## src/timers_pkg.sv

```systemverilog
// Register map, field layout, codes and reset values of the two
// reload down-timers. Shared by the timer core and its register shell.
package timers_pkg;

	// Register byte addresses
	localparam logic [7:0] ADDR_T2_RELOAD_LO = 8'h1b;
	localparam logic [7:0] ADDR_T2_COUNT_HI  = 8'h1c;
	localparam logic [7:0] ADDR_T2_COUNT_LO  = 8'h1d;
	localparam logic [7:0] ADDR_T3_CONTROL   = 8'h1e;
	localparam logic [7:0] ADDR_T3_RELOAD_HI = 8'h1f;
	localparam logic [7:0] ADDR_T3_RELOAD_LO = 8'h20;
	localparam logic [7:0] ADDR_T3_COUNT_HI  = 8'h21;
	localparam logic [7:0] ADDR_T3_COUNT_LO  = 8'h22;
	localparam logic [7:0] ADDR_T2_RELOAD_HI = 8'h40;
	localparam logic [7:0] ADDR_T2_CONTROL   = 8'h41;
	localparam logic [7:0] ADDR_COMMAND      = 8'h42;
	localparam logic [7:0] ADDR_STATUS       = 8'h43;

	// Control register fields
	localparam int CTL_STOP_RX = 7;
	localparam int CTL_MODE_HI = 5;
	localparam int CTL_MODE_LO = 4;
	localparam int CTL_AUTO    = 3;
	localparam int CTL_CLK_HI  = 1;
	localparam int CTL_CLK_LO  = 0;
	localparam logic [7:0] T3_CTL_WR_MASK = 8'hbb;
	localparam logic [7:0] T2_CTL_WR_MASK = 8'h3b;

	// Start modes
	localparam logic [1:0] MODE_HOST    = 2'b00;
	localparam logic [1:0] MODE_TX_END  = 2'b01;
	localparam logic [1:0] MODE_TRIM    = 2'b10;
	localparam logic [1:0] MODE_TRIM_UF = 2'b11;

	// Count clock sources
	localparam logic [1:0] CLK_CARRIER    = 2'b00;
	localparam logic [1:0] CLK_SUBCARRIER = 2'b01;
	localparam logic [1:0] CLK_TMR0_UF    = 2'b10;
	localparam logic [1:0] CLK_TMR1_UF    = 2'b11;

	// Command and status bits
	localparam int CMD_START2 = 0;
	localparam int CMD_STOP2  = 1;
	localparam int CMD_START3 = 2;
	localparam int CMD_STOP3  = 3;
	localparam int STS_IRQ2   = 0;
	localparam int STS_IRQ3   = 1;
	localparam int STS_RUN2   = 2;
	localparam int STS_RUN3   = 3;

	// Reset values
	localparam logic [7:0]  REG_RST   = 8'h00;
	localparam logic [15:0] COUNT_RST = 16'h0000;
	localparam logic [15:0] COUNT_ONE = 16'h0001;

	typedef enum logic {
		TMR_IDLE = 1'b0,
		TMR_RUN  = 1'b1
	} run_state_t;

endpackage

```

## src/down_timer_core.sv

```systemverilog
// One 16-bit reload down-counter with start, stop and auto reload.
// Assumes start, stop and tick are single-cycle pulses on sys_clk_i.
`timescale 1ns/1ps
module down_timer_core
	import timers_pkg::*;
(
	input  wire logic        sys_clk_i,
	input  wire logic        rst_n_i,
	input  wire logic        start_i,
	input  wire logic        stop_i,
	input  wire logic        tick_i,
	input  wire logic [15:0] reload_i,
	input  wire logic        auto_reload_i,
	input  wire logic        uflow_en_i,
	output logic      [15:0] count_o,
	output logic             running_o,
	output logic             underflow_o
);

	run_state_t  state_ff;
	logic [15:0] count_ff;
	logic        uf_ff;

	always_ff @(posedge sys_clk_i)
	begin
		if (!rst_n_i)
		begin
			state_ff <= TMR_IDLE;
			count_ff <= COUNT_RST;
			uf_ff    <= 1'b0;
		end
		else
		begin
			uf_ff <= 1'b0;
			if (start_i)
			begin
				// Reload registers reach the counter here and on auto reload at underflow
				count_ff <= reload_i;
				state_ff <= TMR_RUN;
			end
			else if (stop_i)
				state_ff <= TMR_IDLE;
			else
				case (state_ff)
					TMR_IDLE:
						state_ff <= TMR_IDLE;
					TMR_RUN:
						if (tick_i)
						begin
							if (count_ff == COUNT_ONE && uflow_en_i)
							begin
								uf_ff <= 1'b1;
								if (auto_reload_i)
									count_ff <= reload_i;
								else
								begin
									count_ff <= COUNT_RST;
									state_ff <= TMR_IDLE;
								end
							end
							else if (count_ff <= COUNT_ONE)
							begin
								// Zero reached without underflow
								count_ff <= COUNT_RST;
								state_ff <= TMR_IDLE;
							end
							else
								count_ff <= count_ff - COUNT_ONE;
						end
					default:
						state_ff <= TMR_IDLE;
				endcase
		end
	end

	assign count_o     = count_ff;
	assign running_o   = (state_ff == TMR_RUN);
	assign underflow_o = uf_ff;

endmodule

```

## src/dual_reload_down_timers.sv

```systemverilog
// Register shell and start/stop control of two reload down-timers.
// Assumes tick, underflow, transmit-end and receive inputs are
// one-cycle pulses on sys_clk_i; the oscillator input is asynchronous.
//
// Overview of operation
// - Start loads second timer from both reload bytes
// - Start loads third timer from both reload bytes
// - Second timer live count readable; avoid during reception
// - Third timer live count readable; avoid during reception
// - Stop-on-receive halts third timer after four bits
// - Stop-on-receive ignored in oscillator trimming modes
// - Mode 00 manual; 01 starts at transmit end
// - Modes 10/11 trim oscillator, start/stop on rising edge
// - Auto reload restarts at zero except in third timer mode 10, otherwise stops
// - Third timer underflow sets its interrupt flag
// - Clock select picks carrier, subcarrier, timer0, timer1
// - Second timer mode 01 starts at transmit end
// - Second timer auto reload, underflow sets its flag
`timescale 1ns/1ps
module dual_reload_down_timers
	import timers_pkg::*;
(
	input  wire logic       sys_clk_i,
	input  wire logic       rst_n_i,
	input  wire logic [7:0] reg_addr_i,
	input  wire logic [7:0] reg_wdata_i,
	input  wire logic       reg_wr_i,
	input  wire logic       reg_rd_i,
	output logic      [7:0] reg_rdata_o,
	input  wire logic       tick_carrier_i,
	input  wire logic       tick_subcarrier_i,
	input  wire logic       timer0_underflow_i,
	input  wire logic       timer1_underflow_i,
	input  wire logic       tx_end_i,
	input  wire logic       rx_first_bits_i,
	input  wire logic       low_frequency_oscillator_i,
	output logic            second_timer_irq_o,
	output logic            timer_underflow_irq_flag_o
);

	function automatic logic select_tick(input logic [1:0] sel,
		input logic car, input logic sub,
		input logic uf0, input logic uf1);
		logic t;
		t = 1'b0;
		case (sel)
			CLK_CARRIER:    t = car;
			CLK_SUBCARRIER: t = sub;
			CLK_TMR0_UF:    t = uf0;
			default:        t = uf1;
		endcase
		return t;
	endfunction

	logic [7:0]  t2_reload_lo_ff;
	logic [7:0]  t2_reload_hi_ff;
	logic [7:0]  t2_control_ff;
	logic [7:0]  t3_control_ff;
	logic [7:0]  t3_reload_hi_ff;
	logic [7:0]  t3_reload_lo_ff;
	logic [7:0]  rdata_ff;
	logic        irq2_ff;
	logic        irq3_ff;
	logic        lfo_meta_ff;
	logic        lfo_s2_ff;
	logic        lfo_s3_ff;
	logic        lfo_level_ff;
	logic        lfo_rise;
	logic [15:0] t2_reload;
	logic [15:0] t3_reload;
	logic [15:0] t2_count;
	logic [15:0] t3_count;
	logic        t2_run;
	logic        t3_run;
	logic        t2_uf;
	logic        t3_uf;
	logic        cmd_wr;
	logic        sts_wr;
	logic [1:0]  t2_mode;
	logic [1:0]  t3_mode;
	logic        t3_trim;
	logic        t3_uflow_en;
	logic        t2_tick;
	logic        t3_tick;
	logic        t2_start;
	logic        t2_stop;
	logic        t3_start;
	logic        t3_stop;

	// Oscillator pin: three flops, level accepted once stages 2 and 3 agree
	always_ff @(posedge sys_clk_i)
	begin
		if (!rst_n_i)
		begin
			lfo_meta_ff  <= 1'b0;
			lfo_s2_ff    <= 1'b0;
			lfo_s3_ff    <= 1'b0;
			lfo_level_ff <= 1'b0;
		end
		else
		begin
			lfo_meta_ff <= low_frequency_oscillator_i;
			lfo_s2_ff   <= lfo_meta_ff;
			lfo_s3_ff   <= lfo_s2_ff;
			if (lfo_s2_ff == lfo_s3_ff)
				lfo_level_ff <= lfo_s3_ff;
		end
	end

	assign lfo_rise = (lfo_s2_ff == lfo_s3_ff) && lfo_s3_ff && !lfo_level_ff;

	assign cmd_wr = reg_wr_i && (reg_addr_i == ADDR_COMMAND);
	assign sts_wr = reg_wr_i && (reg_addr_i == ADDR_STATUS);

	// Register writes
	always_ff @(posedge sys_clk_i)
	begin
		if (!rst_n_i)
		begin
			t2_reload_lo_ff <= REG_RST;
			t2_reload_hi_ff <= REG_RST;
			t2_control_ff   <= REG_RST;
			t3_control_ff   <= REG_RST;
			t3_reload_hi_ff <= REG_RST;
			t3_reload_lo_ff <= REG_RST;
		end
		else if (reg_wr_i)
		begin
			if (reg_addr_i == ADDR_T2_RELOAD_LO)
				t2_reload_lo_ff <= reg_wdata_i;
			else if (reg_addr_i == ADDR_T2_RELOAD_HI)
				t2_reload_hi_ff <= reg_wdata_i;
			else if (reg_addr_i == ADDR_T2_CONTROL)
				t2_control_ff <= reg_wdata_i & T2_CTL_WR_MASK;
			else if (reg_addr_i == ADDR_T3_CONTROL)
				t3_control_ff <= reg_wdata_i & T3_CTL_WR_MASK;
			else if (reg_addr_i == ADDR_T3_RELOAD_HI)
				t3_reload_hi_ff <= reg_wdata_i;
			else if (reg_addr_i == ADDR_T3_RELOAD_LO)
				t3_reload_lo_ff <= reg_wdata_i;
		end
	end

	assign t2_reload = {t2_reload_hi_ff, t2_reload_lo_ff};
	assign t3_reload = {t3_reload_hi_ff, t3_reload_lo_ff};
	assign t2_mode   = t2_control_ff[CTL_MODE_HI:CTL_MODE_LO];
	assign t3_mode   = t3_control_ff[CTL_MODE_HI:CTL_MODE_LO];
	assign t3_trim   = t3_mode[1];
	assign t3_uflow_en = (t3_mode != MODE_TRIM);

	assign t2_tick = select_tick(t2_control_ff[CTL_CLK_HI:CTL_CLK_LO],
		tick_carrier_i, tick_subcarrier_i,
		timer0_underflow_i, timer1_underflow_i);
	assign t3_tick = select_tick(t3_control_ff[CTL_CLK_HI:CTL_CLK_LO],
		tick_carrier_i, tick_subcarrier_i,
		timer0_underflow_i, timer1_underflow_i);

	// Start and stop events
	assign t2_start = (cmd_wr && reg_wdata_i[CMD_START2])
		|| (t2_mode == MODE_TX_END && tx_end_i);
	assign t2_stop  = cmd_wr && reg_wdata_i[CMD_STOP2];
	assign t3_start = (cmd_wr && reg_wdata_i[CMD_START3])
		|| (t3_mode == MODE_TX_END && tx_end_i)
		|| (t3_trim && lfo_rise && !t3_run);
	assign t3_stop  = (cmd_wr && reg_wdata_i[CMD_STOP3])
		|| (t3_control_ff[CTL_STOP_RX] && !t3_trim
			&& rx_first_bits_i)
		|| (t3_trim && lfo_rise && t3_run);

	down_timer_core u_second_timer (
		.sys_clk_i     (sys_clk_i),
		.rst_n_i       (rst_n_i),
		.start_i       (t2_start),
		.stop_i        (t2_stop),
		.tick_i        (t2_tick),
		.reload_i      (t2_reload),
		.auto_reload_i (t2_control_ff[CTL_AUTO]),
		.uflow_en_i    (1'b1),
		.count_o       (t2_count),
		.running_o     (t2_run),
		.underflow_o   (t2_uf)
	);

	down_timer_core u_third_timer (
		.sys_clk_i     (sys_clk_i),
		.rst_n_i       (rst_n_i),
		.start_i       (t3_start),
		.stop_i        (t3_stop),
		.tick_i        (t3_tick),
		.reload_i      (t3_reload),
		.auto_reload_i (t3_control_ff[CTL_AUTO]),
		.uflow_en_i    (t3_uflow_en),
		.count_o       (t3_count),
		.running_o     (t3_run),
		.underflow_o   (t3_uf)
	);

	// Sticky flags, write one to clear; a new underflow beats the clear
	always_ff @(posedge sys_clk_i)
	begin
		if (!rst_n_i)
		begin
			irq2_ff <= 1'b0;
			irq3_ff <= 1'b0;
		end
		else
		begin
			irq2_ff <= t2_uf
				|| (irq2_ff && !(sts_wr && reg_wdata_i[STS_IRQ2]));
			irq3_ff <= t3_uf
				|| (irq3_ff && !(sts_wr && reg_wdata_i[STS_IRQ3]));
		end
	end

	// Read data valid only in the cycle after the strobe
	always_ff @(posedge sys_clk_i)
	begin
		if (!rst_n_i)
			rdata_ff <= REG_RST;
		else if (!reg_rd_i)
			rdata_ff <= REG_RST;
		else if (reg_addr_i == ADDR_T2_RELOAD_LO)
			rdata_ff <= t2_reload_lo_ff;
		else if (reg_addr_i == ADDR_T2_COUNT_HI)
			rdata_ff <= t2_count[15:8];
		else if (reg_addr_i == ADDR_T2_COUNT_LO)
			rdata_ff <= t2_count[7:0];
		else if (reg_addr_i == ADDR_T3_CONTROL)
			rdata_ff <= t3_control_ff & T3_CTL_WR_MASK;
		else if (reg_addr_i == ADDR_T3_RELOAD_HI)
			rdata_ff <= t3_reload_hi_ff;
		else if (reg_addr_i == ADDR_T3_RELOAD_LO)
			rdata_ff <= t3_reload_lo_ff;
		else if (reg_addr_i == ADDR_T3_COUNT_HI)
			rdata_ff <= t3_count[15:8];
		else if (reg_addr_i == ADDR_T3_COUNT_LO)
			rdata_ff <= t3_count[7:0];
		else if (reg_addr_i == ADDR_T2_RELOAD_HI)
			rdata_ff <= t2_reload_hi_ff;
		else if (reg_addr_i == ADDR_T2_CONTROL)
			rdata_ff <= t2_control_ff;
		else if (reg_addr_i == ADDR_STATUS)
			rdata_ff <= {4'h0, t3_run, t2_run, irq3_ff, irq2_ff};
		else
			rdata_ff <= REG_RST;
	end

	assign reg_rdata_o                = rdata_ff;
	assign second_timer_irq_o         = irq2_ff;
	assign timer_underflow_irq_flag_o = irq3_ff;
endmodule

```

## config.mk

```make
export PLATFORM = sky130hd
export DESIGN_NAME = dual_reload_down_timers
export DESIGN_NICKNAME = d
export VERILOG_FILES = /design/src/timers_pkg.sv /design/src/down_timer_core.sv /design/src/dual_reload_down_timers.sv
export SDC_FILE = /design/constraint.sdc
export NUM_CORES = 1
export LEC_CHECK = 0
export BUFFER_PORTS_ARGS = -buffer_cell sky130_fd_sc_hd__buf_2
export CAP_MARGIN = 20
export CORE_MARGIN = 3
export CORE_UTILIZATION = 56
export DETAILED_ROUTE_END_ITERATION = 8
export GPL_ROUTABILITY_DRIVEN = 1
export PLACE_DENSITY = 0.79
export SLEW_MARGIN = 15
export SYNTH_ARGS = -nofsm -noshare
export SYNTH_HDL_FRONTEND = slang
export SYNTH_HIERARCHICAL = 1
export SYNTH_SLANG_ARGS = --single-unit
```

## constraint.sdc

```tcl
create_clock -name sys_clk_i -period 4.2 [get_ports sys_clk_i]
set_clock_uncertainty 0.2 [all_clocks]
set_input_delay 0.42 -clock sys_clk_i [delete_from_list [all_inputs] [get_ports sys_clk_i]]
set_output_delay 0.42 -clock sys_clk_i [all_outputs]
set_load 0.02 [all_outputs]
```

* Word level (Yosys, flattened, before mapping)
Index checks and enable logic that the tools add are counted.
Storage, ports and cells: bits in latches 0, bits in registers 93, bits in writable memories 0, memories kept 0, bits in read-only memories 0, input bits 27, output and inout bits 10
Cells by class: div/mod/pow operators 0, equal/unequal tests 24, multiplexer cells 43, multipliers 0, shift-type cells 0, reduce and logical (&&, ||, !) cells 49, bitwise gates (word level) 10, order comparisons 2, $add $sub $neg 2
Operator list (count):
- $mux W16 | 14
- $mux W8 | 9
- $eq A8 B5 Y1 const B | 5
- $eq A16 B1 Y1 const B | 2
- $eq A8 B7 Y1 const B | 4
- $le A16 B1 Y1 const B | 2
- $sub A16 B1 Y16 const B | 2
- $eq A8 B6 Y1 const B | 3
- $logic_and A1 B1 Y1 | 20
- $mux W1 | 14
- $not A1 Y1 | 10
- $reduce_or A5 Y1 | 2
- $reduce_and A3 Y1 | 3
- $eq A2 B1 Y1 const B | 4
- $reduce_bool A2 Y1 | 4
- $logic_or A1 B1 Y1 | 7
- $reduce_and A7 Y1 | 1
- $mux W6 | 1
- $ne A2 B2 Y1 const B | 3
- $pmux W1 S3 | 2
- $reduce_and A6 Y1 | 1
- $logic_not A1 Y1 | 5
- $reduce_and A5 Y1 | 1
- $eq A2 B2 Y1 const B | 2
- other kinds (6) | 9

* Logic depth before layout (Yosys ltp)
Gate-level depths: netlist of run 1.
depth after elaboration 12, gate-level depth with buffers 12, depth with buffers taken out 10

* Cells and area by module
Netlist of run 1, hierarchy kept.
By module, submodules not included:
- dual_reload_down_timers | area an instance 3263.1 µm², times used 1, cells each 334
- down_timer_core (u_third_timer) | area an instance 1325.0 µm², times used 1, cells each 151
- down_timer_core (u_second_timer) | area an instance 1157.4 µm², times used 1, cells each 142

* Worst setup path after synthesis of run 1
OpenSTA, ideal clock, no wires.
path kind input port to flip-flop, start point in reg_addr_i[2], end point reg u_second_timer.count_ff[15] (netlist: u_second_timer/count_o[15]), stages 12, slack 1.310 ns, required time 3.926 ns, library setup time 0.074 ns, path buffers 3, arrival time 2.615 ns, path through buf_6 > nor4_4 > and2_1 > buf_4 > and3_1 > nand2_1 > o21ai_0 > nand2b_1 > clkbuf_1 > nand4_2 > or4b_1 > a31oi_1
On the way: cells in the longest elaborated chain, start to end 6, elaborated cells on any way between the ends 10, those cells by class 2 x eq/ne; 1 x mux; 7 x reduce/logical
RTL lines:
- from (decl) | line dual_reload_down_timers.sv:25 | input wire logic [7:0] reg_addr_i,
- $eq A8 B7 Y1 * | line dual_reload_down_timers.sv:112 | assign cmd_wr = reg_wr_i && (reg_addr_i == ADDR_COMMAND);
- $logic_and A1 B1 Y1 * | line dual_reload_down_timers.sv:112
- $logic_and A1 B1 Y1 * | line dual_reload_down_timers.sv:159 | assign t2_start = (cmd_wr && reg_wdata_i[CMD_START2])
- $logic_or A1 B1 Y1 * | line dual_reload_down_timers.sv:160 | || (t2_mode == MODE_TX_END && tx_end_i);
- net t2_start | line dual_reload_down_timers.sv:85 | logic t2_start;
- $ne A2 B2 Y1 (no line) / $reduce_bool A2 Y1 (equally long branches)
- $reduce_and A3 Y1 (no line)
- to (signal assigned) | line down_timer_core.sv:38 | count_ff <= reload_i;
- to (signal assigned) | line down_timer_core.sv:54 | count_ff <= reload_i;
- to (signal assigned) | line down_timer_core.sv:68 | count_ff <= count_ff - COUNT_ONE;
- to (decl) | line down_timer_core.sv:21 | logic [15:0] count_ff;
Mark *: on every way through the listed nets, which the timed path passes. The rest lies on a longest branch. A chain may end at the register's enable or synchronous reset.

* Final worst setup path of run 1
Same ends and word-level chain as after synthesis.

==> results.ini, run 1 <==
[status]
status=finished, final reports clean

[place]
place.gp.congestion=1.07
place_ws_ns=0.613
dp_hpwl_microns=14000
io_buffers=36

[global_route]
grt.overflow.total=0
grt_pass1_vias=4968
grt_pass1_wl_microns=29300
met3_usage_pct=7.38
grt_max_degree=41
busiest_layer=met1
met2_usage_pct=47.5
use_met1_pct=50.8
grt_use_total_pct=33.6
antenna_found_initial=0

[worst_setup_path]
r2r_start=lfo_s2_ff
crit_path_start_kind=primary input
crit_arrival_ns=3.36
cp.required_ns=4.32
r2r_cells=9
end_kind=flop
cp-startpoint=reg_addr_i[2]
critPathKind=primary input to flop
worstPathMaxFanout=18

[logic_synthesis]
synth_area_sq_um=5750
synth_flop_cell=dfxtp_1
ys_seq_area_share_pct=32.4
synth.distinct_cells=95
synth_edf_count=0
postSynthAreaPerCell_sq_um=9.16
yosys_warnings=6
ys_ff_latch=93
postSynthCellCount=627
synth_async_sr_flop_share_pct=0

[power_and_ir_drop]
p_leak_uw=0.00254
ir_worst_vdd_mv=0.314
power_density_nw_per_um2=266

[sta]
setup_slack_ns=0.960
grt_setup_unrepaired=false
min_period_ns=3.24
tightest_slew_ns=0.658
fin_crit_sh_pct=77.1
finalHoldViolCount=0
maxSlewViolCount=0
slew_headroom_pct=56.0
finalSetupTns_ns=0
setup_viol_count_final=0
clock.fmax_mhz=309

[drt]
wl_per_cell_microns=23.7
num_vias=5427
drtIter0Drc=587
ant_nets=0
vias_per_cell=6.86
firstDrtPassIters=5
wl_microns=18800
drc=0

[die]
ios=37
die_height_microns=107
dieWidth_microns=107
start_util_pct=58.2
rows=36
die-area_sq_um=11500
coreArea_sq_um=9860

[job]
max_cap_violations=0

[final_layout]
final_common_cell=dfxtp_1
syn_to_final_growth_pct=7.19
insertedDiodeCount=0
fillCellCount=861
layout_common_cells=93 x dfxtp_1, 51 x mux2i_1, 51 x nor2b_1, 36 x buf_2, 35 x nand2_1
drive_above_1_share_pct=18.5
fin_nets=685

[clocking]
cts_root_buffer=clkbuf_8
cts_hold_buf=0
clkSinkCount=93
cts.htree.levels=3
clock_path_buffers=2
clkTransAtPathRegs_ns=0.10
numCtsBuffers=9
clk_latency_ns=0.40
cts_tree=done
cts-resized-gates=0
cts_setup_buffers=0

[min_path]
min_path_type=primary input to flop
whs_path_depth=2
hp-start=low_frequency_oscillator_i

-- through the flow --
step	total power (uW)	instance area (sq um)	hold WS, ns	cells	util, %
after floorplan	991	5750	0.212	628	-
after global placement	1030	5960	0.222	775	60.4
after detailed placement	1030	5960	0.219	775	60.4
after CTS	1640	6160	0.0167	791	62.4
after global routing	1680	6160	0.0164	791	62.4
final	1640	6160	0.0220	791	62.4
-- per-layer routing --
layer,routed length (microns),vias to the layer above,part of all wire [%]
met5,0,-,0
met4,342,0,1.8
met3,2160,29,12
met2,7910,359,42
met1,8370,2605,45
li1,-,2434,-
-- cells by family (layout without fill, tap and decap cells) --
| family | after synthesis | count (layout) | synth area share (%) |
|---|---|---|---|
| AND/OR/NAND/NOR | 246 | 246 | 27.7 |
| XOR/XNOR | 5 | 5 | 0.762 |
| AO/OA/AOI/OAI | 166 | 166 | 21.7 |
| adder cells (fa/ha/maj) | 5 | 5 | 1.09 |
| flip-flops | 93 | 93 | 32.4 |
| multiplexers | 59 | 59 | 11.0 |
| buffers and inverters | 52 | 82 | 5.29 |
| other | 1 | 2 | 0.0653 |
-- cell type report --
class | count | area (sq um) | area share, %
Clock buffer | 9 | 124 | 2.01
Multi-Input combinational cell | 483 | 3580 | 58.2
Inverter | 16 | 60.1 | 0.975
Sequential cell | 93 | 1860 | 30.2
Tap cell | 133 | 166 | 2.70
Clock inverter | 7 | 77.6 | 1.26
Timing Repair Buffer | 50 | 285 | 4.63
-- critical path: stages --
cell and delay (ns):
buf_2 0.23, nor4_4 0.40, and2_1 0.44, and3_1 0.31
nand2_1 0.07, o21ai_0 0.08, buf_4 0.21, nand2b_1 0.36
nand4_2 0.17, or4b_1 0.52, a31oi_1 0.16
-- cell usage after synthesis, types with 6 or more instances --
library cell | instances | share of area [%]
nor2b_1 | 51 | 5.6
nand3_1 | 15 | 1.3
a21oi_1 | 21 | 1.8
nor4_1 | 9 | 0.98
a21boi_0 | 7 | 0.91
o21a_1 | 6 | 0.78
mux2i_1 | 51 | 8.9
nand3b_1 | 6 | 0.78
o22ai_1 | 18 | 2.0
and2_1 | 8 | 0.87
nor2_1 | 28 | 1.8
clkbuf_1 | 14 | 0.91
nor3_1 | 17 | 1.5
and3_1 | 11 | 1.2
o21ai_0 | 18 | 1.6
buf_2 | 6 | 0.52
buf_6 | 7 | 1.4
nand2_1 | 35 | 2.3
a22oi_1 | 9 | 1.2
or4_1 | 6 | 0.78
nand4_1 | 9 | 0.98
o211ai_1 | 6 | 0.78
a31oi_1 | 11 | 1.2
a221oi_1 | 9 | 1.4
inv_1 | 15 | 0.98
dfxtp_1 | 93 | 32
a211oi_1 | 9 | 1.2
-- sequential cells by signal, indices dropped and copies added, names as in the netlist --
signal                      cells
u_second_timer/count_o         16
u_third_timer/count_o          16
reg_rdata_o                     8
t2_reload_hi_ff                 8
t2_reload_lo_ff                 8
t3_reload_hi_ff                 8
t3_reload_lo_ff                 8
t3_control_ff                   6
t2_control_ff                   5
lfo_level_ff                    1
lfo_meta_ff                     1
lfo_s2_ff                       1
lfo_s3_ff                       1
second_timer_irq_o              1
timer_underflow_irq_flag_o      1
u_second_timer/running_o        1
u_second_timer/underflow_o      1
u_third_timer/running_o         1
u_third_timer/underflow_o       1
-- power breakdown --
group	internal, uW	total [uW]	switching (uW)	leakage (uW)
sequential	884	886	2.15	0.000749
clock	236	618	381	0.000104
combinational	44.5	131	87.0	0.00168
-- worst paths after layout --
check                                                  end  slack (ns)
worst max-delay path            u_second_timer/count_o[15]        0.96
worst min-delay path                           lfo_meta_ff        0.02
worst max register to register   u_third_timer/count_o[13]        1.48
worst min register to register                   lfo_s2_ff        0.24
No activity file was read; power rests on OpenSTA's default activity.
==> run 2: changes to the inputs <==
Clock period 4.2 ns to 3 ns, I/O delays scaled along.
==> run 2 against run 1 <==
Non-clock buffer count rose by 10. Critical path type is now flop to flop. Wire length rose by 0.98%. Register-to-register slack got worse by 0.99 ns. Die area did not move. Global-route usage fell by 0.18 points. Cell area rose by 1.1%. Clock-buffer cell count did not move. Total power rose by 38%. Via count rose by 1.5%. Largest cell class unchanged.
==> results.ini, run 2 (synthesis results as in run 1) <==
[worst_setup_path]
crit_path_cell_trace=inv_1 > ha_1 > or2_2 > nand3_1 > o21ai_0 > or3_1 > a31oi_1
end_kind=flop
critPathKind=flop to flop
cp_slowest_cell=dfxtp_1
max_stage_delay_ns=0.53  ; about the same
critPathTopFamily=simple AND/OR/NAND/NOR gates
crit_arrival_ns=2.62  ; -0.74 ns
path_buf_inv=1  ; -1
crit_path_start_kind=flop
worstPathMaxFanout=7  ; -11
cp.required_ns=3.11  ; -1.21 ns

[global_route]
grt_pass1_wl_microns=29200  ; -0.24%
grt.overflow.total=0  ; unchanged
grt_use_total_pct=33.4  ; -0.18 points
grt_pass1_vias=5104  ; +2.7%
antenna_found_initial=0  ; unchanged
grt_max_degree=41  ; unchanged

[place]
dp_hpwl_microns=14100  ; +0.72%
place_ws_ns=0.244  ; -0.369 ns
place.gp.congestion=1.06  ; -1.1%
placed_area_sq_um=6020  ; +1.1%
placed_cells=784  ; +1.2%
io_buffers=36  ; unchanged

[final_layout]
drive_above_1_share_pct=19.6  ; +1.1 points
layout_common_cells=93 x dfxtp_1, 51 x mux2i_1, 51 x nor2b_1, 36 x buf_2, 35 x nand2_1
final_area_sq_um=6230  ; +1.1%
fin_nets=695  ; +1.5%
syn_to_final_growth_pct=8.41
stdcell_count=801  ; +1.3%
final_common_cell=dfxtp_1
insertedDiodeCount=0  ; unchanged

[drt]
wl_microns=19000  ; +0.98%
firstDrtPassIters=5  ; unchanged
drc=0  ; unchanged
wl_per_cell_microns=23.7  ; -0.28%
vias_per_cell=6.88  ; +0.23%
ant_nets=0  ; unchanged
num_vias=5508  ; +1.5%
drtIter0Drc=561  ; -4.4%

[clocking]
cts.htree.levels=3  ; unchanged
clkTransAtPathRegs_ns=0.10  ; about the same
clock_path_buffers=2  ; unchanged
numCtsBuffers=9  ; unchanged
cts_tree=done
cts_root_buffer=clkbuf_8
clkSinkCount=93  ; unchanged
clk_latency_ns=0.39  ; about the same

[sta]
fin_crit_sh_pct=83.6
slew_headroom_pct=57.6  ; +1.6 points
maxSlewViolCount=0  ; unchanged
clock.fmax_mhz=399
min_period_ns=2.51
setup_viol_count_final=0  ; unchanged
finalHoldViolCount=0  ; unchanged
tightest_slew_ns=0.633  ; -0.0244 ns
grt_setup_unrepaired=false
setup_slack_ns=0.493  ; -0.467 ns
finalSetupTns_ns=0  ; unchanged

[die]
start_util_pct=58.2  ; unchanged
die_height_microns=107  ; unchanged
coreArea_sq_um=9860  ; unchanged
ios=37  ; unchanged
rows=36  ; unchanged
die-area_sq_um=11500  ; unchanged
dieWidth_microns=107  ; unchanged

[job]
max_cap_violations=0  ; unchanged

[power_and_ir_drop]
power_density_nw_per_um2=363  ; +37%
p_leak_uw=0.00258  ; +1.7%
ir_worst_vdd_mv=0.327  ; +4.1%

[status]
status=finished, final reports clean

[min_path]
min_path_type=primary input to flop

[run 2: cell types whose count changed in the layout (fill, tap and decap cells not counted), sizes merged]
| cell | before | now |
|---|---|---|
| clkinv | 4 | 5 |
| inv | 19 | 17 |
| clkinvlp | 0 | 1 |
| dlygate4sd3 | 0 | 1 |
| buf | 50 | 59 |
[run 2: final timing paths]
path / from / end / slack, ns / depth (start not counted)
min: reg_wdata_i[4] / t3_control_ff[4] / 0.09 / 3
min reg2reg: u_third_timer/underflow_o / timer_underflow_irq_flag_o / 0.26 / 1
max: u_third_timer/count_o[0] / u_third_timer/count_o[14] / 0.49 / 7
max reg2reg: u_third_timer/count_o[0] / u_third_timer/count_o[14] / 0.49 / 7
[run 2: layout make-up]
type	count	area, sq um
timing repair buffer	60	363
fill	872	3640
sequential	93	1860
clock buffer	9	124
clock inverter	7	70.1
inverter	16	60.1
tap	133	166
multi-input combinational	483	3580
[run 2: worst min-delay path: stages]
cell and delay, ns:
buf_2 0.15, mux2i_1 0.13, nor2b_1 0.06
[run 2: power by group]
group	internal [uW]	total, uW	switching, uW
registers	1240	1240	3.10
logic	65.4	192	126
clock network	321	831	510
total	1620	2260	639
[run 2: repair_timing]
action | 4_1_cts | 5_1_grt
setup endpoints to repair | 0 | 0
setup buffers | 0 | 0
resized for setup | 0 | 0
hold buffers | 1 | 0
endpoints found under the hold margin | 1 | 0
[run 2: through the flow]
stage	util [%]	power, uW	hold WS (ns)
finish	63.1	2260	0.0908
detailed placement	61.1	1450	0.231
global route	63.1	2330	0.0944
CTS	63.1	2270	0.0778
floorplan	-	1390	0.212
global placement	61.1	1450	0.230
[run 2: per-layer routing]
layer	vias to the layer above	track usage, %	wire length [microns]
met5	-	3.33	47
met2	376	45.9	7810
met3	56	10.3	2230
met1	2605	48.8	8380
li1	2469	-	-
met4	2	11.5	505
==> run 3: changes to the inputs <==
Settings changed: ABC_AREA set to 1.
Clock period 3 ns to 2.5 ns, I/O delays scaled along.
==> run 3 against run 2 <==
Hold slack worse by 0.068 ns. Cell area down 0.26%. Critical path type unchanged. Die area fell by 0.82%. Sequential share of layout area grew 0.078 points. Critical endpoint is now u_second_timer/count_o[7]. Global-route usage shrank 4.0 points. Combinational power up 8%. Sequential cell count did not move.
==> results.ini, run 3 <==
[global_route]
grt_use_total_pct=29.5  ; -4.0 points
grt_pass1_wl_microns=26600  ; -8.9%
grt.overflow.total=0  ; unchanged
grt_max_degree=36  ; -12%
grt_pass1_vias=5162  ; +1.1%
antenna_found_initial=0  ; unchanged

[final_layout]
syn_to_final_growth_pct=9.07
layout_common_cells=187 x nand2_1, 125 x nor2_1, 101 x inv_1, 93 x dfxtp_1, 80 x o21ai_0
final_common_cell=nand2_1
stdcell_count=1055  ; +32%
multiInputGateArea_sq_um=3290  ; -8.2%
fin_nets=949  ; +37%
fillCellCount=979  ; +12%
drive_above_1_share_pct=14.1  ; -5.5 points
seq_area_sq_um=1860  ; unchanged
insertedDiodeCount=0  ; unchanged

[worst_setup_path]
r2r_start=t2_control_ff[1]
cp.required_ns=2.57  ; -0.54 ns
worstReg2RegEnd=u_second_timer/count_o[7]
critPathKind=flop to flop
end_kind=flop
crit_arrival_ns=2.30  ; -0.32 ns
worstPathMaxFanout=28  ; +21
crit_path_start_kind=flop
r2r_slack_ns=0.27  ; -0.22 ns
r2r_cells=9  ; +2

[place]
placed_cells=1035  ; +32%
dp_hpwl_microns=12100  ; -14%
io_buffers=36  ; unchanged
place.gp.congestion=0.988  ; -6.9%

[clocking]
clkTransAtPathRegs_ns=0.10  ; about the same
cts_tree=done
cts_root_buffer=clkbuf_8
clock_path_buffers=2  ; unchanged
cts.htree.levels=3  ; unchanged
clk_latency_ns=0.38  ; about the same
numCtsBuffers=9  ; unchanged
cts_setup_buffers=0  ; unchanged
clkSinkCount=93  ; unchanged

[sta]
finalHoldViolCount=0  ; unchanged
fin_crit_sh_pct=89.2  ; +5.6 points
hold_slack_ns=0.0229  ; -0.0679 ns
maxSlewViolCount=0  ; unchanged
grt_setup_unrepaired=false
setup_viol_count_final=0  ; unchanged
slew_headroom_pct=43.8  ; -14 points
finalSetupTns_ns=0  ; unchanged
clock.fmax_mhz=449  ; +12%
tightest_slew_ns=0.842  ; +0.209 ns
min_period_ns=2.23  ; -0.277 ns

[min_path]
hp-start=reg_wr_i
whs_path_depth=3  ; unchanged
hold_end=t2_reload_lo_ff[2]
min_path_type=primary input to flop

[logic_synthesis]
post-synth-top-count-cell=nand2_1
yosys_warnings=6  ; unchanged
synth_area_leaders=dfxtp_1 33%, nand2_1 12%, nor2_1 8.2%
synth_flop_cell=dfxtp_1
synth.largest_area_cell=dfxtp_1
yosysTopAreaCellShare_pct=32.7  ; +0.28 points
synth_edf_count=0  ; unchanged
synth_common_cells=187 x nand2_1, 125 x nor2_1, 101 x inv_1
postSynthAreaPerCell_sq_um=6.48  ; -29%
synth_async_sr_flop_share_pct=0  ; unchanged
ys_ff_latch=93  ; unchanged
ys_seq_area_share_pct=32.7  ; +0.28 points
synth.distinct_cells=40  ; -58%
postSynthCellCount=879  ; +40%
synth_area_sq_um=5700  ; -0.87%

[die]
rows=36  ; unchanged
dieWidth_microns=107  ; -0.41%
die_height_microns=107  ; -0.41%
start_util_pct=58.0  ; -0.24 points
ios=37  ; unchanged
coreArea_sq_um=9820  ; -0.46%
die-area_sq_um=11400  ; -0.82%

[power_and_ir_drop]
p_leak_uw=0.00280  ; +8.6%
ir_worst_vdd_mv=0.328  ; +0.51%
power_density_nw_per_um2=437  ; +20%

[drt]
num_vias=5940  ; +7.8%
firstDrtPassIters=6  ; +1
drtIter0Drc=670  ; +19%
wl_microns=16300  ; -14%
vias_per_cell=5.63  ; -18%
wl_per_cell_microns=15.5  ; -35%
ant_nets=0  ; unchanged
drc=0  ; unchanged

[job]
max_cap_violations=0  ; unchanged

[status]
status=finished, final reports clean

[run 3: worst max-delay path, cell delays in order, from the launching register on]
cell and delay [ns]:
dfxtp_1 0.40, nor2_1 0.07, o32ai_1 0.35, inv_1 0.13, nor2_1 0.18, nor2_2 0.10
inv_2 0.33, a21oi_1 0.15, o21ai_2 0.15, a21oi_2 0.06
[run 3: final cells by class]
| type | instances | area share, % |
|---|---|---|
| Tap cell | 133 | 2.68 |
| Inverter | 110 | 6.65 |
| Sequential cell | 93 | 30.0 |
| Multi-Input combinational cell | 654 | 52.9 |
| Clock buffer | 12 | 2.66 |
| Clock inverter | 4 | 0.483 |
| Timing Repair Buffer | 49 | 4.63 |
[run 3: power by group]
part	switching [uW]	leakage [uW]	internal, uW
Clock	568	0.0000990	447
Combinational	144	0.00195	63.2
Sequential	4.89	0.000749	1490
Total	717	0.00280	2000
[run 3: repair_timing]
action,4_1_cts,5_1_grt
hold endpoints to repair,6,0
gates resized for setup,0,0
hold buffers,4,0
[run 3: per-layer routing]
layer  GRT usage, %  routed length [microns]  vias up
met5              0                        0        -
li1               -                        -     2912
met1           43.4                     7340     2671
met3           7.04                     1910       25
met2           43.3                     6810      332
met4           7.12                      275        0
[run 3: stage by stage]
stage / worst slack [ns] / util [%] / power (uW) / cell area, sq um
after global routing: 0.0535 / 63.3 / 2810 / 6210
after global placement: 0.207 / 60.9 / 1720 / 5980
after floorplan: 0.395 / - / 1640 / 5700
after CTS: 0.350 / 63.3 / 2710 / 6210
final: 0.271 / 63.3 / 2710 / 6210
after detailed placement: 0.132 / 60.9 / 1720 / 5980
[run 3: worst max-delay path by stage]
stage / slack [ns] / depth (start not counted) / from / endpoint
6_report: 0.27 / 9 / t2_control_ff[1] / u_second_timer/count_o[7]
5_1_grt: 0.05 / 9 / t2_control_ff[1] / u_second_timer/count_o[6]
4_1_cts: 0.35 / 9 / t2_control_ff[1] / u_second_timer/count_o[7]
3_5_place_dp: 0.13 / 16 / reg_addr_i[2] / u_third_timer/count_o[15]
3_3_place_gp: 0.21 / 16 / reg_addr_i[2] / u_third_timer/count_o[9]
2_1_floorplan: 0.40 / 12 / reg_addr_i[4] / u_second_timer/count_o[5]
[run 3: cell families (layout without fill, tap and decap cells)]
| family | count (synthesis) | after routing | share of synthesized area, % |
|---|---|---|---|
| other | 1 | 2 | 0.0658 |
| flip-flops | 93 | 93 | 32.7 |
| XOR/XNOR | 11 | 11 | 1.69 |
| adder cells (fa/ha/maj) | 5 | 5 | 1.10 |
| AO/OA/AOI/OAI | 177 | 177 | 17.2 |
| buffers and inverters | 133 | 175 | 9.64 |
| AND/OR/NAND/NOR | 459 | 459 | 37.6 |
